$ cat config.mk
export PLATFORM = sky130hd
export DESIGN_NAME = wdt_top
export DESIGN_NICKNAME = d
export VERILOG_FILES = /design/src/wdt_unlock.v /design/src/wdt_top.v
export VERILOG_INCLUDE_DIRS = /design/src
export SDC_FILE = /design/constraint.sdc
export NUM_CORES = 1
export LEC_CHECK = 0
export ABC_AREA = 1
export BUFFER_PORTS_ARGS = -buffer_cell sky130_fd_sc_hd__buf_2
export CORE_MARGIN = 5
export CORE_UTILIZATION = 30
export DETAILED_ROUTE_END_ITERATION = 7
export PLACE_DENSITY = 0.51
export SLEW_MARGIN = 40
export SYNTH_ARGS = -nofsm -noshare
export SYNTH_HDL_FRONTEND = slang
export SYNTH_SLANG_ARGS = --single-unit
$ cat constraint.sdc
create_clock -name clk -period 2.01 [get_ports clk]
set_clock_uncertainty 0.15 [all_clocks]
set_input_delay 0.3015 -clock clk [delete_from_list [all_inputs] [get_ports clk]]
set_output_delay 0.3015 -clock clk [all_outputs]
set_load 0.01 [all_outputs]
$ cat src/wdt_regs.vh
// register offsets, field positions, reset values and timing counts of the watchdog
`ifndef WDT_REGS_VH
`define WDT_REGS_VH

// special-function addresses
`define WDT_ADDR_UNLOCK 8'hc7
`define WDT_ADDR_CTRL 8'hd8

// watchdog_control field positions
`define WDT_BIT_RUN 7
`define WDT_BIT_ISEL_HI 5
`define WDT_BIT_ISEL_LO 4
`define WDT_BIT_TOF 3
`define WDT_BIT_RCF 2
`define WDT_BIT_RSTEN 1
`define WDT_BIT_RESTART 0

// watchdog_control reset value and its interval default
`define WDT_CTRL_RESET 8'h00
`define WDT_ISEL_RESET 2'h0

// config_word_zero clock source bit, zero picks the rc clock
`define WDT_CFG0_CLKSRC_BIT 7

// unlock keys
`define WDT_KEY_FIRST 8'haa
`define WDT_KEY_SECOND 8'h55

// time-out lengths in watchdog clocks per interval selection
`define WDT_TO_SEL0 16'h0040
`define WDT_TO_SEL1 16'h0200
`define WDT_TO_SEL2 16'h2000
`define WDT_TO_SEL3 16'h8000

// grace period after a time-out, in watchdog clocks
`define WDT_POST_TO_CLKS 10'h200

// timing in machine cycles
`define WDT_TA_WAIT_MC 3
`define WDT_TA_OPEN_MC 3
`define WDT_RST_HOLD_MC 2

`endif

$ cat src/wdt_unlock.v
// timed-access unlock sequencer that opens the protected write window
`timescale 1ns/1ns
`include "wdt_regs.vh"

module wdt_unlock #(
  parameter MC_CLKS = 12
) (
  // clock and reset
  input wire clk,
  input wire nrst,
  // unlock register write
  input wire key_wr,
  input wire [7:0] key_data,
  // window state
  output wire win_open
);

  localparam [2:0] ST_IDLE = 3'b001;
  localparam [2:0] ST_WAIT = 3'b010;
  localparam [2:0] ST_OPEN = 3'b100;
  // timers are 8 bits wide, so MC_CLKS must stay below 86
  localparam [31:0] WAIT_FULL = `WDT_TA_WAIT_MC * MC_CLKS;
  localparam [31:0] OPEN_FULL = `WDT_TA_OPEN_MC * MC_CLKS;
  localparam [7:0] WAIT_CLKS = WAIT_FULL[7:0];
  localparam [7:0] OPEN_CLKS = OPEN_FULL[7:0];

  reg [2:0] state_ff;
  reg [2:0] nxt_state;
  reg [7:0] timer_ff;
  reg [7:0] nxt_timer;

  always @* begin
    nxt_state = state_ff;
    nxt_timer = timer_ff;
    case (state_ff)
      ST_IDLE: begin
        if (key_wr && key_data == `WDT_KEY_FIRST) begin
          nxt_state = ST_WAIT;
          nxt_timer = WAIT_CLKS;
        end
      end
      ST_WAIT: begin
        if (key_wr && key_data == `WDT_KEY_SECOND) begin
          nxt_state = ST_OPEN;
          nxt_timer = OPEN_CLKS;
        end else if (key_wr && key_data == `WDT_KEY_FIRST) begin
          nxt_timer = WAIT_CLKS;
        end else if (key_wr || timer_ff == 8'h01) begin
          // a late or wrong key leaves the window shut
          nxt_state = ST_IDLE;
        end else begin
          nxt_timer = timer_ff - 8'h01;
        end
      end
      ST_OPEN: begin
        // keys written while open are ignored, the window is not stretched
        if (timer_ff == 8'h01) begin
          nxt_state = ST_IDLE;
        end else begin
          nxt_timer = timer_ff - 8'h01;
        end
      end
      default: begin
        nxt_state = ST_IDLE;
        nxt_timer = 8'h00;
      end
    endcase
  end

  always @(posedge clk) begin
    if (!nrst) begin
      state_ff <= ST_IDLE;
      timer_ff <= 8'h00;
    end else begin
      state_ff <= nxt_state;
      timer_ff <= nxt_timer;
    end
  end

  assign win_open = state_ff[2];

endmodule // wdt_unlock

$ cat src/wdt_top.v
// watchdog timer with timed-access protected control register
//
// Summary of operation
// - writing one to restart strobe clears counter; hardware then clears the strobe
// - interval select picks 64, 512, 8192 or 32768 watchdog clocks
// - reaching the selected time-out sets the time-out flag, control bit 3
// - interrupt request only when flag, watchdog enable and global enable all set
// - after time-out wait 512 clocks; with reset enabled and no restart, reset
// - watchdog reset lasts two machine cycles and sets reset cause flag, bit 2
// - reset enable clear suppresses reset, counter keeps running; set enables it
// - reset cause flag cleared only by software, power-on or power-fail reset; untouched if disabled
// - time-out flag cleared by software write and by every reset
// - power-on/fail reset disables watchdog; watchdog reset keeps it running, restarted
// - after reset interval selection defaults to 64 clocks
// - protected control bits change only while the timed window is open
// - run bit, control bit 7, lets the counter advance
// - config word bit 7 picks rc clock or cpu clock for the watchdog
// - on rc clock, restart strobe clears only once the counter is non-zero
// - window opens only on AAh then 55h within 3 machine cycles
// - window open 3 machine cycles then closes; closed-window writes discarded except a clear of the cause flag, bit 2
// - unlock register sits at special-function address C7h
// - with interrupt and reset off, counter keeps running, flag set each interval
`timescale 1ns/1ns
`include "wdt_regs.vh"

module wdt_top #(
  parameter MC_CLKS = 12
) (
  // clock and power-on reset
  input wire clk,
  input wire nrst,
  // power-fail reset, same clock domain
  input wire pwr_fail_rst,
  // special-function register port
  input wire [7:0] sfr_addr,
  input wire sfr_wr,
  input wire [7:0] sfr_wdata,
  output wire [7:0] sfr_rdata,
  // configuration and clock source
  input wire [7:0] config_word_zero,
  input wire rc_clk_in,
  // interrupt enables held elsewhere
  input wire wdog_irq_enable,
  input wire global_irq_enable,
  // requests to the system
  output wire wdog_irq,
  output wire wdog_sys_rst
);

  // stretch counter is 8 bits, enough for any sane machine cycle length
  localparam [31:0] HOLD_FULL = `WDT_RST_HOLD_MC * MC_CLKS;
  localparam [7:0] HOLD_CLKS = HOLD_FULL[7:0];
  localparam [7:0] CTRL_RST = `WDT_CTRL_RESET;

  // interval select to terminal count
  function [15:0] wdt_term;
    input [1:0] sel;
    begin
      case (sel)
        2'h0: wdt_term = `WDT_TO_SEL0;
        2'h1: wdt_term = `WDT_TO_SEL1;
        2'h2: wdt_term = `WDT_TO_SEL2;
        default: wdt_term = `WDT_TO_SEL3;
      endcase
    end
  endfunction

  // control register decode, shared by the write and read paths
  function addr_is_ctrl;
    input [7:0] addr;
    begin
      addr_is_ctrl = addr == `WDT_ADDR_CTRL;
    end
  endfunction

  // rc clock synchroniser
  reg rc_s1_ff;
  reg rc_s2_ff;
  reg rc_s3_ff;

  // control bits
  reg run_ff;
  reg [1:0] isel_ff;
  reg tof_ff;
  reg rcf_ff;
  reg rsten_ff;
  reg restart_ff;

  // counting state
  reg [15:0] cnt_ff;
  reg [9:0] post_ff;
  reg post_act_ff;
  reg [7:0] hold_ff;
  reg [7:0] nxt_hold;

  // outputs
  reg [7:0] rdata_ff;
  reg irq_ff;
  reg sys_rst_ff;

  wire hard_rst;
  wire hold_act;
  wire seq_rst_n;
  wire use_rc;
  wire rc_tick;
  wire wdt_tick;
  wire wr_ctrl;
  wire wr_key;
  wire win_open;
  wire prot_wr;
  wire restart_wr;
  wire at_term;
  wire timeout_evt;
  wire post_done;
  wire fire;
  wire [7:0] ctrl_value;

  // power-on and power-fail are the hard resets, the watchdog one is softer
  assign hard_rst = !nrst || pwr_fail_rst;
  assign hold_act = hold_ff != 8'h00;
  assign seq_rst_n = !(hard_rst || hold_act);

  // zero in the config bit picks the slow rc clock
  assign use_rc = !config_word_zero[`WDT_CFG0_CLKSRC_BIT];

  // rising edge counted when the second stage has it and the third does not yet
  assign rc_tick = rc_s2_ff && !rc_s3_ff;
  assign wdt_tick = use_rc ? rc_tick : 1'b1;

  always @(posedge clk) begin
    if (!nrst) begin
      rc_s1_ff <= 1'b0;
      rc_s2_ff <= 1'b0;
      rc_s3_ff <= 1'b0;
    end else begin
      rc_s1_ff <= rc_clk_in;
      rc_s2_ff <= rc_s1_ff;
      rc_s3_ff <= rc_s2_ff;
    end
  end

  // register decode
  assign wr_key = sfr_wr && sfr_addr == `WDT_ADDR_UNLOCK;
  assign wr_ctrl = sfr_wr && addr_is_ctrl(sfr_addr);
  assign prot_wr = wr_ctrl && win_open;
  assign restart_wr = prot_wr && sfr_wdata[`WDT_BIT_RESTART];

  wdt_unlock #(
    .MC_CLKS(MC_CLKS)
  ) u_unlock (
    .clk(clk),
    .nrst(seq_rst_n),
    .key_wr(wr_key),
    .key_data(sfr_wdata),
    .win_open(win_open)
  );

  // time-out detection
  assign at_term = cnt_ff == wdt_term(isel_ff) - 16'h0001;
  assign timeout_evt = run_ff && wdt_tick && at_term && !restart_wr;

  // grace period end, reset only if enabled and no restart arrived
  assign post_done = post_act_ff && wdt_tick && post_ff == `WDT_POST_TO_CLKS - 10'h001;
  assign fire = post_done && rsten_ff && !restart_wr && !hold_act;

  // watchdog counter, free running over the selected interval
  always @(posedge clk) begin
    if (hard_rst || hold_act) begin
      cnt_ff <= 16'h0000;
    end else if (restart_wr) begin
      cnt_ff <= 16'h0000;
    end else if (run_ff && wdt_tick) begin
      if (at_term) begin
        cnt_ff <= 16'h0000;
      end else begin
        cnt_ff <= cnt_ff + 16'h0001;
      end
    end
  end

  // grace counter after a time-out
  always @(posedge clk) begin
    if (hard_rst || hold_act || restart_wr) begin
      post_act_ff <= 1'b0;
      post_ff <= 10'h000;
    end else if (timeout_evt && !post_act_ff) begin
      post_act_ff <= 1'b1;
      post_ff <= 10'h000;
    end else if (post_act_ff && wdt_tick) begin
      if (post_done) begin
        post_act_ff <= 1'b0;
        post_ff <= 10'h000;
      end else begin
        post_ff <= post_ff + 10'h001;
      end
    end
  end

  // watchdog reset stretch
  always @* begin
    if (fire) begin
      nxt_hold = HOLD_CLKS;
    end else if (hold_act) begin
      nxt_hold = hold_ff - 8'h01;
    end else begin
      nxt_hold = 8'h00;
    end
  end

  always @(posedge clk) begin
    if (hard_rst) begin
      hold_ff <= 8'h00;
      sys_rst_ff <= 1'b0;
    end else begin
      hold_ff <= nxt_hold;
      sys_rst_ff <= nxt_hold != 8'h00;
    end
  end

  // run bit survives a watchdog reset so the watchdog restarts itself
  always @(posedge clk) begin
    if (hard_rst) begin
      run_ff <= CTRL_RST[`WDT_BIT_RUN];
    end else if (prot_wr && !hold_act) begin
      run_ff <= sfr_wdata[`WDT_BIT_RUN];
    end
  end

  always @(posedge clk) begin
    if (hard_rst || hold_act) begin
      isel_ff <= `WDT_ISEL_RESET;
    end else if (prot_wr) begin
      isel_ff <= sfr_wdata[`WDT_BIT_ISEL_HI:`WDT_BIT_ISEL_LO];
    end
  end

  // reset enable kept across a watchdog reset
  always @(posedge clk) begin
    if (hard_rst) begin
      rsten_ff <= 1'b0;
    end else if (prot_wr && !hold_act) begin
      rsten_ff <= sfr_wdata[`WDT_BIT_RSTEN];
    end
  end

  // hardware set wins over a software clear in the same cycle
  always @(posedge clk) begin
    if (hard_rst || hold_act) begin
      tof_ff <= 1'b0;
    end else if (timeout_evt) begin
      tof_ff <= 1'b1;
    end else if (prot_wr) begin
      tof_ff <= sfr_wdata[`WDT_BIT_TOF];
    end
  end

  // cause flag is not protected; software may only clear it
  always @(posedge clk) begin
    if (hard_rst) begin
      rcf_ff <= 1'b0;
    end else if (fire) begin
      rcf_ff <= 1'b1;
    end else if (wr_ctrl && !sfr_wdata[`WDT_BIT_RCF]) begin
      rcf_ff <= 1'b0;
    end
  end

  // on the rc clock the strobe lingers until the slow counter moves;
  // stopping the rc clock before then leaves it stuck
  always @(posedge clk) begin
    if (hard_rst || hold_act) begin
      restart_ff <= 1'b0;
    end else if (restart_wr) begin
      restart_ff <= 1'b1;
    end else if (restart_ff && (!use_rc || cnt_ff != 16'h0000)) begin
      restart_ff <= 1'b0;
    end
  end

  assign ctrl_value = {run_ff, 1'b0, isel_ff, tof_ff, rcf_ff, rsten_ff, restart_ff};

  // read data registered; unlock register is write only
  always @(posedge clk) begin
    if (hard_rst) begin
      rdata_ff <= 8'h00;
    end else if (addr_is_ctrl(sfr_addr)) begin
      rdata_ff <= ctrl_value;
    end else begin
      rdata_ff <= 8'h00;
    end
  end

  always @(posedge clk) begin
    if (hard_rst || hold_act) begin
      irq_ff <= 1'b0;
    end else begin
      irq_ff <= tof_ff && wdog_irq_enable && global_irq_enable;
    end
  end

  assign sfr_rdata = rdata_ff;
  assign wdog_irq = irq_ff;
  assign wdog_sys_rst = sys_rst_ff;

endmodule // wdt_top

==> results.cfg <==
[clock_tree]
cts.clk_slew.worst_paths_ns = 0.05
worst_skew_pair.late_latency_ns = 0.33
cts-root-buf = clkbuf_16
clockBufferDepth = 2
cts_inserted_buffers = 9
clock-sinks = 65
cts_tree = yes
cts-htree-levels = 3

[final_layout]
drive_gt1_share_pct = 17.24
nets = 613
syn2layout_area_growth_pct = 19.85
final_cell_count_no_fill = 723
final_common_cell = nand2_1
mostFrequentLayoutCells = nand2_1, nor2_1, inv_1
antenna_cells = 0

[drt]
dr.pass1.iters = 5
routed_via_density = 4.481
postRouteAntennaNets = 0
route.vias.total = 3240
wl_per_cell_um = 11.20
routed_wl_um = 8101
drtIter0Drc = 93
drcViolationCount = 0

[worst_setup_path]
critPathSlowestCell = dfxtp_2
path_delay_family = simple AND/OR/NAND/NOR gates
cp-start-kind = flip-flop
path_common_cell = nand2_1
critPathRequiredTime_ns = 2.06
path_buf_inv = 0
crit_fanout = 8
critPathCaptureType = flip-flop
critical_path_class = flip-flop to flip-flop
arrival_ns = 1.90
crit_chain = ha_2 -> nand3_1 -> nor2_1 -> nor2b_2 -> nand2_1 -> nor2_4 -> nand2_1 -> nand2_4 -> nor3_1
slowest_delay_ns = 0.35

[floorplanning]
dieHeight_um = 118.8
rows = 39
start_util_pct = 30.81
ios = 41
die-area_sq_mm = 0.01410
core_sq_mm = 0.01152
chipWidth_um = 118.8

[global_route]
grt_max_degree = 11
gr-usage-met1_pct = 15.55
first_global_vias = 3106
antenna_found_initial = 0
busiest_layer = met2
gr-usage-met2_pct = 19.72
grt_pass1_wl_um = 14170
grt_overflow_total = 0
grt_use_met3_pct = 3.104
grtUsageTotal_pct = 12.18

[pwr]
ir_worst_vdd_mv = 0.5901
p_per_area_mw_per_mm2 = 906.8
leakagePower_nw = 1.779
finalPower_w = 0.003856

[logic_synthesis]
synth_fp_nets = 560
ys_seq_elements = 65
synth_top_area_cell = dfxtp_1
syn_avg_cell_area_sq_um = 6.798
yosysSeqAreaShare_pct = 36.67
yosys.cell_types.count = 37
synthesis.area_sq_mm = 0.003548
yosysWarnings = 0
yosysTopAreaCellShare_pct = 36.67
syn_inst = 522
synth_area_leaders = dfxtp_1, nand2_1, nor2_1, inv_1, nand3_1

[sta]
slew_violations = 0
finalHoldViolCount = 0
min_period_over_period_pct = 91.70
finalSetupViolations = 0
layout_min_cycle_time_ns = 1.843
fmax_mhz = 542.5
fin_hold_ws_ns = 0.06291
setup_tns_ns = 0

[placement]
placed_cells_incl_taps = 699
dpl.hpwl_um = 6332
place.gp.congestion = 0.8252
portBuffers = 32

[run_status]
status = finished, final reports clean

[hold_path]
hp-class = input pin to flip-flop

[run]
cap_violations = 0
[synth_stat cells]
| cell | n |
|---|---|
| nand2_1 | 117 |
| nor2_1 | 87 |
| inv_1 | 78 |
| dfxtp_1 | 65 |
| nand3_1 | 37 |
| a21oi_1 | 26 |
| o21ai_0 | 16 |
| nor3_1 | 13 |
| nand4_1 | 11 |
| xor2_1 | 9 |
| ha_1 | 7 |
| nor2_4 | 7 |
| nand2_2 | 6 |
| nor2_2 | 6 |
| inv_2 | 4 |
| nand2_4 | 4 |
| nor4_1 | 3 |
| o21bai_1 | 3 |
| a21oi_4 | 2 |
| nand3_2 | 2 |
| nand4_4 | 2 |
| nor3b_2 | 2 |
| a211oi_1 | 1 |
| a31o_2 | 1 |
| a31oi_1 | 1 |
| and3_1 | 1 |
| buf_4 | 1 |
| clkinv_4 | 1 |
| conb_1 | 1 |
| nor2b_2 | 1 |
| nor3_4 | 1 |
| nor3b_1 | 1 |
| o2111ai_1 | 1 |
| o211ai_1 | 1 |
| o21ai_1 | 1 |
| o22ai_1 | 1 |
| xnor2_1 | 1 |
[kinds of logic (layout without fill, tap and decap cells)]
kind of cell | after synthesis | in the layout | synth area share, %
flops | 65 | 65 | 36.67
compound gates | 54 | 54 | 8.886
xor+xnor | 10 | 10 | 2.468
other cells | 1 | 1 | 0.1057
simple gates | 301 | 301 | 40.27
fa+ha+maj | 7 | 7 | 2.468
buf+inv | 84 | 142 | 9.133
[what timing repair did]
action | 4_1_cts | 5_1_grt
setup endpoints to repair | 0 | 12
gates resized for setup | 0 | 6
endpoints found under the hold margin | 1 | 0
hold buffers | 1 | 0
buffers inserted | 0 | 7
[worst reg2reg max path: stages, from the launching register on]
cell and delay, ns:
dfxtp_2 0.35, ha_2 0.20, nand3_1 0.10, nor2_1 0.08, nor2b_2 0.18, nand2_1 0.10
nor2_4 0.19, nand2_1 0.14, nand2_4 0.14, nor3_1 0.06
[routing by layer]
layer / up-vias / wire [um]
met2: 51 / 3666
met4: 0 / 142
met1: 1416 / 4033
met5: - / 0
li1: 1762 / -
met3: 11 / 258
[where the power goes]
group	internal (W)	leakage [nW]	total, W	switching (W)
Sequential	0.00135	0.526	0.00140	0.0000471
Combinational	0.000389	1.11	0.00102	0.000636
Clock	0.000895	0.139	0.00143	0.000540
[per-stage QoR]
stage	utilization [%]	cell area [sq um]	setup WS [ns]
3_3_place_gp	33.89	3902	0.1362
6_report	36.93	4253	0.1668
2_1_floorplan	-	3548	0.3529
4_1_cts	36.36	4188	0.1091
3_5_place_dp	33.89	3902	0.1196
5_1_grt	36.93	4253	-0.01063
[flip-flops by register name, indices dropped and copies added, names as in the netlist, 2 cells and up]
signal,flops
cnt_ff,16
post_ff,10
isel_ff,2
hold_ff,8
u_unlock.timer_ff,8
sfr_rdata,7
u_unlock.state_ff,3
[final timing paths]
kind	startpoint	end	slack (ns)	cells after the start
max	cnt_ff[0]	cnt_ff[6]	0.17	9
min	nrst	rc_s2_ff	0.06	3
max reg2reg	cnt_ff[0]	cnt_ff[6]	0.17	9
min reg2reg	rc_s1_ff	rc_s2_ff	0.26	2
[final cells by class]
| type | count | area [sq um] |
|---|---|---|
| Timing Repair Buffer | 43 | 245.2 |
| Clock inverter | 3 | 15.01 |
| Fill cell | 1226 | 7263 |
| Clock buffer | 13 | 260.3 |
| Tap cell | 143 | 178.9 |
| Inverter | 83 | 316.6 |
| Sequential cell | 65 | 1303 |
| Multi-Input combinational cell | 373 | 1934 |
Power figures use the tool's default switching activity.
